## src/rtl/oems_cfg.svh

```systemverilog
`ifndef OEMS_CFG_SVH
`define OEMS_CFG_SVH

// ---------------------------------------------------------------
// Register offsets
// ---------------------------------------------------------------
`define OFS_CHANNEL_ENABLE 8'h03
`define OFS_MOUNT_PIN      8'h04
`define OFS_SEQ_SLOT       8'h05

// ---------------------------------------------------------------
// Field positions
// ---------------------------------------------------------------
`define CHAN_EN_MSB 3
`define CHAN_EN_LSB 1
`define PIN_DIAGNOSTIC_MODE_MSB    5
`define PIN_DIAGNOSTIC_MODE_LSB    4
`define PIN_MODE_MSB 3
`define SLOT_MSB    7
`define SLOT_LSB    2

// ---------------------------------------------------------------
// Encodings
// ---------------------------------------------------------------
`define PIN_DIAGNOSTIC_MODE_NORMAL   2'h0
`define PIN_DIAGNOSTIC_MODE_GND_SUP  2'h1
`define PIN_DIAGNOSTIC_MODE_SUP_GND  2'h2
`define MODE_OFF      2'h0
`define MODE_LOW_WET  2'h1
`define MODE_HIGH_WET 2'h2
`define MODE_DIVIDER  2'h3

// ---------------------------------------------------------------
// Timing
// ---------------------------------------------------------------
`define SLOT_UNIT_US  2440
`define CLK_PERIOD_NS 100
`define SLOT_UNIT_CYCLES ((`SLOT_UNIT_US * 1000) / `CLK_PERIOD_NS)

`endif

```

## src/rtl/oems_pkg.sv

```systemverilog
package oems_pkg;
  typedef enum logic [2:0] {
    SEQ_IDLE = 3'h1,
    SEQ_RUN  = 3'h2,
    SEQ_DONE = 3'h4
  } seq_state_t;
endpackage

```

## src/rtl/slot_timer.sv

```systemverilog
`timescale 1ns/100ps
module slot_timer #(
  parameter int unsigned BASE_CYCLES = 24400
) (
  input  wire logic       clock_in,
  input  wire logic       sys_rst_in,
  input  wire logic       run_in,
  input  wire logic [1:0] slot_period_sel_in,
  output logic            tick_out
);
  localparam int unsigned CW = (BASE_CYCLES > 1) ? $clog2(BASE_CYCLES) : 1;

  logic [CW-1:0] base_cnt;
  logic [2:0]    scale_cnt;
  logic [3:0]    scale_span;
  logic [2:0]    scale_max;

  // Scale of 1, 2, 4 or 8 base periods
  assign scale_span = 4'h1 << slot_period_sel_in;
  assign scale_max  = 3'(scale_span - 4'h1);

  always_ff @(posedge clock_in) begin
    if (sys_rst_in || !run_in) begin
      base_cnt  <= '0;
      scale_cnt <= 3'h0;
      tick_out  <= 1'b0;
    end else begin
      tick_out <= 1'b0;
      if (base_cnt == CW'(BASE_CYCLES - 1)) begin
        base_cnt <= '0;
        if (scale_cnt >= scale_max) begin
          scale_cnt <= 3'h0;
          tick_out  <= 1'b1;
        end else begin
          scale_cnt <= scale_cnt + 3'h1;
        end
      end else begin
        base_cnt <= base_cnt + CW'(1);
      end
    end
  end
endmodule

```

## src/rtl/oems_regs.sv

```systemverilog
`timescale 1ns/100ps
`include "oems_cfg.svh"

// Behaviour
// - Channel enable register at 0x3, read/write, writes dropped while locked.
// - Diagnostic field 5:4 forces mount comparators: normal, gnd/sup, sup/gnd, reserved.
// - Pin mode fields 1:0 and 3:2: 00 all off, 01 low-side wetting.
// - Pin mode 10 high-side wetting only, 11 resistor divider only.
// - Slot fields at 0x5 bits 7:2, writes dropped while locked.
// - Lock bit set discards protected writes; clear allows all writes.
// - Output powers up after slot value times 2.44 ms times 2^period.
module oems_regs #(
  parameter int unsigned SLOT_CYCLES = `SLOT_UNIT_CYCLES
) (
  input  wire logic       clock_in,
  input  wire logic       sys_rst_in,
  input  wire logic       reg_wr_in,
  input  wire logic       reg_rd_in,
  input  wire logic [7:0] reg_addr_in,
  input  wire logic [7:0] reg_wdata_in,
  input  wire logic       write_protect_bit_in,
  input  wire logic [1:0] slot_period_sel_in,
  input  wire logic [2:0] default_enable_in,
  input  wire logic [5:0] default_mount_in,
  input  wire logic [5:0] default_slot_in,
  input  wire logic       seq_start_in,
  output logic [7:0]      reg_rdata_out,
  output logic            reg_rvalid_out,
  output logic            out_b_enable_out,
  output logic            out_c_enable_out,
  output logic            out_d_enable_out,
  output logic [2:0]      power_up_out,
  output logic            seq_done_out,
  output logic            first_mount_pin_force_gnd_out,
  output logic            first_mount_pin_force_sup_out,
  output logic            second_mount_pin_force_gnd_out,
  output logic            second_mount_pin_force_sup_out,
  output logic [1:0]      low_wet_out,
  output logic [1:0]      high_wet_out,
  output logic [1:0]      divider_out
);
  // ---------------------------------------------------------------
  // Register storage
  // ---------------------------------------------------------------
  logic [2:0] chan_en;
  logic [5:0] mount_cfg;
  logic [5:0] slot_cfg;
  logic       wr_chan;
  logic       wr_mount;
  logic       wr_slot;
  logic [1:0] pin_diagnostic_mode;
  logic [1:0] pin_mode [2];

  assign wr_chan  = reg_wr_in && (reg_addr_in == `OFS_CHANNEL_ENABLE) && !write_protect_bit_in;
  assign wr_mount = reg_wr_in && (reg_addr_in == `OFS_MOUNT_PIN);
  assign wr_slot  = reg_wr_in && (reg_addr_in == `OFS_SEQ_SLOT) && !write_protect_bit_in;

  assign pin_diagnostic_mode = mount_cfg[`PIN_DIAGNOSTIC_MODE_MSB:`PIN_DIAGNOSTIC_MODE_LSB];
  assign pin_mode[0]         = mount_cfg[1:0];
  assign pin_mode[1]         = mount_cfg[`PIN_MODE_MSB:2];

  always_ff @(posedge clock_in) begin
    if (sys_rst_in) begin
      chan_en <= default_enable_in;
    end else if (wr_chan) begin
      chan_en <= reg_wdata_in[`CHAN_EN_MSB:`CHAN_EN_LSB];
    end
  end

  always_ff @(posedge clock_in) begin
    if (sys_rst_in) begin
      mount_cfg <= default_mount_in;
    end else if (wr_mount) begin
      mount_cfg <= reg_wdata_in[5:0];
    end
  end

  always_ff @(posedge clock_in) begin
    if (sys_rst_in) begin
      slot_cfg <= default_slot_in;
    end else if (wr_slot) begin
      slot_cfg <= reg_wdata_in[`SLOT_MSB:`SLOT_LSB];
    end
  end

  // ---------------------------------------------------------------
  // Read port
  // ---------------------------------------------------------------
  always_ff @(posedge clock_in) begin
    if (sys_rst_in) begin
      reg_rdata_out  <= 8'h00;
      reg_rvalid_out <= 1'b0;
    end else begin
      reg_rvalid_out <= reg_rd_in;
      if (reg_rd_in) begin
        case (reg_addr_in)
          `OFS_CHANNEL_ENABLE: reg_rdata_out <= {4'h0, chan_en, 1'b0};
          `OFS_MOUNT_PIN:      reg_rdata_out <= {2'h0, mount_cfg};
          `OFS_SEQ_SLOT:       reg_rdata_out <= {slot_cfg, 2'h0};
          default:             reg_rdata_out <= 8'h00;
        endcase
      end
    end
  end

  // ---------------------------------------------------------------
  // Mount pin decode
  // ---------------------------------------------------------------
  always_ff @(posedge clock_in) begin
    if (sys_rst_in) begin
      first_mount_pin_force_gnd_out  <= 1'b0;
      first_mount_pin_force_sup_out  <= 1'b0;
      second_mount_pin_force_gnd_out <= 1'b0;
      second_mount_pin_force_sup_out <= 1'b0;
    end else begin
      // Reserved code forces nothing
      first_mount_pin_force_gnd_out  <= (pin_diagnostic_mode == `PIN_DIAGNOSTIC_MODE_GND_SUP);
      second_mount_pin_force_sup_out <= (pin_diagnostic_mode == `PIN_DIAGNOSTIC_MODE_GND_SUP);
      first_mount_pin_force_sup_out  <= (pin_diagnostic_mode == `PIN_DIAGNOSTIC_MODE_SUP_GND);
      second_mount_pin_force_gnd_out <= (pin_diagnostic_mode == `PIN_DIAGNOSTIC_MODE_SUP_GND);
    end
  end

  for (genvar p = 0; p < 2; p++) begin : g_pin
    always_ff @(posedge clock_in) begin
      if (sys_rst_in) begin
        low_wet_out[p]  <= 1'b0;
        high_wet_out[p] <= 1'b0;
        divider_out[p]  <= 1'b0;
      end else begin
        low_wet_out[p]  <= (pin_mode[p] == `MODE_LOW_WET);
        high_wet_out[p] <= (pin_mode[p] == `MODE_HIGH_WET);
        divider_out[p]  <= (pin_mode[p] == `MODE_DIVIDER);
      end
    end
  end

  // ---------------------------------------------------------------
  // Enables and power-up sequencer
  // ---------------------------------------------------------------
  oems_pkg::seq_state_t state;
  logic [1:0] slot_count;
  logic       slot_tick;

  always_ff @(posedge clock_in) begin
    if (sys_rst_in) begin
      out_b_enable_out <= 1'b0;
      out_c_enable_out <= 1'b0;
      out_d_enable_out <= 1'b0;
    end else begin
      out_b_enable_out <= chan_en[0];
      out_c_enable_out <= chan_en[1];
      out_d_enable_out <= chan_en[2];
    end
  end

  slot_timer #(
    .BASE_CYCLES (SLOT_CYCLES)
  ) u_timer (
    .clock_in           (clock_in),
    .sys_rst_in         (sys_rst_in || seq_start_in),
    .run_in             (state == oems_pkg::SEQ_RUN),
    .slot_period_sel_in (slot_period_sel_in),
    .tick_out           (slot_tick)
  );

  always_ff @(posedge clock_in) begin
    if (sys_rst_in) begin
      state      <= oems_pkg::SEQ_IDLE;
      slot_count <= 2'h0;
    end else if (seq_start_in) begin
      state      <= oems_pkg::SEQ_RUN;
      slot_count <= 2'h0;
    end else begin
      case (state)
        oems_pkg::SEQ_IDLE: state <= oems_pkg::SEQ_IDLE;
        oems_pkg::SEQ_RUN: begin
          if (slot_tick) begin
            slot_count <= slot_count + 2'h1;
            if (slot_count == 2'h2) begin
              state <= oems_pkg::SEQ_DONE;
            end
          end
        end
        oems_pkg::SEQ_DONE: state <= oems_pkg::SEQ_DONE;
        default: state <= oems_pkg::SEQ_IDLE;
      endcase
    end
  end

  always_ff @(posedge clock_in) begin
    if (sys_rst_in) begin
      seq_done_out <= 1'b0;
    end else begin
      seq_done_out <= (state == oems_pkg::SEQ_DONE);
    end
  end

  for (genvar i = 0; i < 3; i++) begin : g_out
    always_ff @(posedge clock_in) begin
      if (sys_rst_in || seq_start_in) begin
        power_up_out[i] <= 1'b0;
      end else begin
        case (state)
          oems_pkg::SEQ_RUN: begin
            power_up_out[i] <= chan_en[i] && (slot_cfg[2*i+:2] <= slot_count);
          end
          oems_pkg::SEQ_DONE: power_up_out[i] <= chan_en[i];
          default:            power_up_out[i] <= 1'b0;
        endcase
      end
    end
  end
endmodule

```

## config.mk

```make
export PLATFORM = sky130hd
export DESIGN_NAME = oems_regs
export DESIGN_NICKNAME = d
export VERILOG_FILES = /design/src/rtl/oems_pkg.sv /design/src/rtl/slot_timer.sv /design/src/rtl/oems_regs.sv
export VERILOG_INCLUDE_DIRS = /design/src /design/src/rtl
export SDC_FILE = /design/constraint.sdc
export NUM_CORES = 1
export LEC_CHECK = 0
export BUFFER_PORTS_ARGS = -buffer_cell sky130_fd_sc_hd__buf_2
export CAP_MARGIN = 20
export CORE_MARGIN = 2
export CORE_UTILIZATION = 53
export DETAILED_ROUTE_END_ITERATION = 6
export MAX_ROUTING_LAYER = met4
export PLACE_DENSITY = 0.79
export SETUP_SLACK_MARGIN = 0.15
export SYNTH_ARGS = -nofsm -noshare
export SYNTH_HDL_FRONTEND = slang
export SYNTH_SLANG_ARGS = --single-unit
export TNS_END_PERCENT = 20
```

## constraint.sdc

```tcl
create_clock -name clock_in -period 2.3 [get_ports clock_in]
set_clock_uncertainty 0.15 [all_clocks]
set_input_delay 0.115 -clock clock_in [delete_from_list [all_inputs] [get_ports clock_in]]
set_output_delay 0.115 -clock clock_in [all_outputs]
set_load 0.05 [all_outputs]
```

==> flow_results.org <==
** Global route
- Entering global routing, the biggest net connects 30 pins.
- The number of antenna violations at the first check in global routing was 0.
- Aggregate global-route resource usage :: 0.2229
- Via count of the first global-routing pass :: 2336
- Remaining Overflow, GRT :: 0
- Global-route wire length before repair :: 10180 um

** Die
- The initial utilization of the core area, before any placement, comes to 0.5521.
- The die covers 0.005955 mm2.
- Chip Width :: 77.17 um
- Die height :: 77.17 um
- In this run the core area contains 26 standard-cell rows.
- 65 I/O pins were placed.
- Core outline area :: 0.005140 mm2

** Worst setup path
- The worst setup path is captured at a flop.
- STA classifies the critical path startpoint as a flop.
- Along the worst path, the maximum fanout reaches 4.
- At the worst endpoint, the arrival time is 1.95 ns.
- At the worst endpoint, the required time is 2.41 ns.
- Classification of the worst setup path :: reg2reg

** Clock network
- Number of instances resized during post-cts repair :: 0
- Clock-pin slew was measured on the worst setup and hold paths at 0.06 ns.
- Clock tree synthesis inserted a total of 9 buffers.
- Cell at the root of the clock tree :: clkbuf_8
- The H-tree was split into 3 levels.
- At the later pin of the worst-skew pair, clock insertion delay measures 0.34 ns.
- Post-CTS Repair Setup Buffers :: 0
- Worst-case clock buffer depth :: 2
- TritonCTS clock tree :: done
- Clock sink count :: 63

** Power
- Worst IR drop on VDD :: 598.6 uV
- The analysis attributes to net switching a power of 0.5652 mW.
- LEAKAGE :: 1.626 nW
- In this run the power density over the cells is 618.2 mW/mm2.
- Combinational group share of total power :: 0.126
- Of the total power, registers draw 0.532.
- Clock network power share :: 0.341
- Of the total power, the share spent switching nets is 0.2497.
- Internal Pwr Total :: 1.698 mW

** Synthesis
- The Yosys step of the flow raised 0 warnings.
- Each instance of the synthesized netlist takes up on average 10.24 um2.
- Count of cell types in the netlist :: 44
- Of the synthesized area, sequential elements account for 0.4974.
- Post-synth top flop :: dfxtp_1
- EDFF count, synth :: 15
- Proportion of register bits with asynchronous set or reset after synthesis :: 0
- The cell count after synthesis came out at 277.
- Synthesis produced a netlist with a net count of 328.
- Summing every instance area after synthesis gives 0.002838 mm2.
- Synth Register Bits :: 63

** Drt
- Post-DRT Antenna Nets :: 0
- Vias per cell :: 5.217
- First-pass iteration count of the detailed router :: 4
- The routed layout has 2337 vias.
- In the final routed layout, each cell accounts on average for 13.43 um.
- Drt total wl :: 6015 um
- In this run, the number of DRC markers left after iteration 0 of detailed routing was 91.
- For this run, design rule violations remaining after detail routing come to 0.

** Cells and area
- 0 antenna diodes ended up in the layout.
- Ratio of cells with drive above 1 in the final layout :: 0.2328
- The layout has 398 filler cells.
- For this run, the share of the core covered by cells in the final layout is 0.7123.
- In the final layout, flip-flops and latches occupy 0.001411 mm2.
- Summing all multi-input logic gate instances after layout gives 0.001340 mm2.
- Area delta synth->final :: 29.01%
- At the end of the flow, the number of nets in the layout was 424.

** STA
- In the post-route analysis, the smallest setup slack over all paths is 0.4594 ns.
- Rel. slew slack :: 0.6845
- Setup violations remaining at the end of the flow were counted as 0.
- Final-layout setup total negative slack :: 0 ns
- Transition time at the pin with the least slew margin :: 0.4696 ns
- Static timing analysis puts the maximum clock frequency at 543.3 MHz.
- Final hold analysis gives a worst-case slack of 0.01958 ns.
- RSZ-0062 raised after global routing :: no
- Share of the cycle needed by the critical path after routing :: 0.8003
- The total count of max-transition violations in the final report came to 0.
- Count of final hold-check violations :: 0
- Time the worst path needs with I/O delays and setup :: 1.841 ns

** Hold path
- The min-delay analysis places its worst path in the category in2reg.

** Place
- Worst-case setup slack after placement :: 0.3322 ns
- Post-detailed-placement half-perimeter wirelength :: 4048 um
- At the end of routability-driven placement, the weighted congestion stood at 0.8446.
- Buffers placed on the I/O ports in this run total 64.

** Outcome
- The flow ran to the end, and the final reports show no timing, DRC or antenna violations.

** Run
- The tool flagged a number of max-cap violations equal to 0.
[power by group through the flow]
stage | clock, mW | combinational [mW] | sequential, mW
final | 0.773 | 0.286 | 1.20
after detailed placement | 0 | 0.232 | 1.23
after floorplan | 0 | 0.113 | 1.27
after CTS | 0.789 | 0.281 | 1.20
after global placement | 0 | 0.226 | 1.23
after global routing | 0.839 | 0.309 | 1.21
[logic make-up (layout without fill, tap and decap cells)]
group           count (synthesis)  count (layout)  share of synthesized area
compound gates                 32              32                    0.08025
buf+inv                        20             121                    0.03042
flops                          63              63                     0.4974
fa+ha+maj                      12              12                    0.05291
mux                             7               7                    0.02689
xor+xnor                       14              14                    0.04321
simple gates                  129             129                     0.2690
[synthesized netlist by cell type (all sizes together), types with 2 or more instances]
cell type  instances  area [um2]
dfxtp             48       960.9
nand2             31       116.4
nor2              19       71.32
nand2b            16       107.6
edfxtp            15       450.4
nand3             13       65.06
ha                12       150.1
xor2              11       96.34
a21oi             10       50.05
inv                9       33.78
nor3b              9       67.56
nor2b              8       50.05
and3               7       43.79
buf                7       37.53
mux2               5       56.30
nor3               5       36.29
a41o               4       40.04
and3b              4       35.03
and4               4       35.03
clkbuf             4       15.01
nand4              4       40.04
a2bb2oi            3       26.28
o21ai              3       15.01
o2bb2ai            3       26.28
or3                3       18.77
xnor2              3       26.28
a21o               2       15.01
a31o               2       17.52
mux2i              2       20.02
nor4               2       27.53
o21bai             2       15.01
[cell usage in the layout (no fill, tap or decap), drive strengths merged, types with 3 or more instances in the layout]
master        n
nand4         4
edfxtp       15
dlygate4sd3  31
or3           3
dfxtp        48
nand2b       16
xor2         11
nor3b         9
clkbuf       14
a41o          4
o21ai         3
inv           9
buf          65
a21oi        10
nand2        31
and3b         4
nor3          5
nor2         19
and3          7
mux2          5
xnor2         3
a2bb2oi       3
ha           12
and4          4
o2bb2ai       3
nand3        13
nor2b         8
[registers in the layout (all words and copies together), names as in the netlist, 3 cells and up]
name and cells:
power_up_out 3, state 3, reg_rdata_out 8, chan_en 3, slot_cfg 6, u_timer.base_cnt 15, mount_cfg 6, u_timer.scale_cnt 3
[routing by layer]
layer,wire [um],GRT usage,vias up
li1,-,-,1163
met1,2606,0.2654,1089
met2,2887,0.3539,67
met3,345,0.05647,18
met4,174,0.1054,0
met5,0,-,-
[cell type report]
cell class,instances,area share
tap,70,0.02392
multi-input combinational,194,0.3660
clock inverter,2,0.002051
clock buffer,14,0.03896
sequential,63,0.3855
inverter,9,0.009228
timing repair buffer,96,0.1743
[critical path, stage by stage, from the launching register on]
cell,delay (ns)
dfxtp_1,0.37
inv_1,0.06
ha_1,0.25
nand2b_1,0.15
a31o_2,0.27
or3_1,0.35
a21oi_1,0.16
[per-stage QoR]
step	std cells	cell area, um2	power, mW
finish	448	3661	2.263
global route	448	3661	2.356
CTS	448	3661	2.275
detailed placement	401	3201	1.460
global placement	401	3201	1.453
floorplan	277	2838	1.382
[what timing repair did]
action	4_1_cts	5_1_grt
hold endpoints to repair	20	0
hold buffers	31	0
endpoints found under the setup margin	0	0
[path summary, 6_finish.rpt]
kind / start / endpoint / slack (ns) / cells past startpoint
setup / recovery: u_timer.scale_cnt[0] / u_timer.scale_cnt[1] / 0.46 / 6
setup reg to reg: u_timer.scale_cnt[0] / u_timer.scale_cnt[1] / 0.46 / 6
hold reg to reg: u_timer.base_cnt[0] / u_timer.base_cnt[0] / 0.31 / 1
hold / removal: reg_rd_in / reg_rdata_out[1] / 0.02 / 3
No activity file was read; power rests on OpenSTA's default activity.
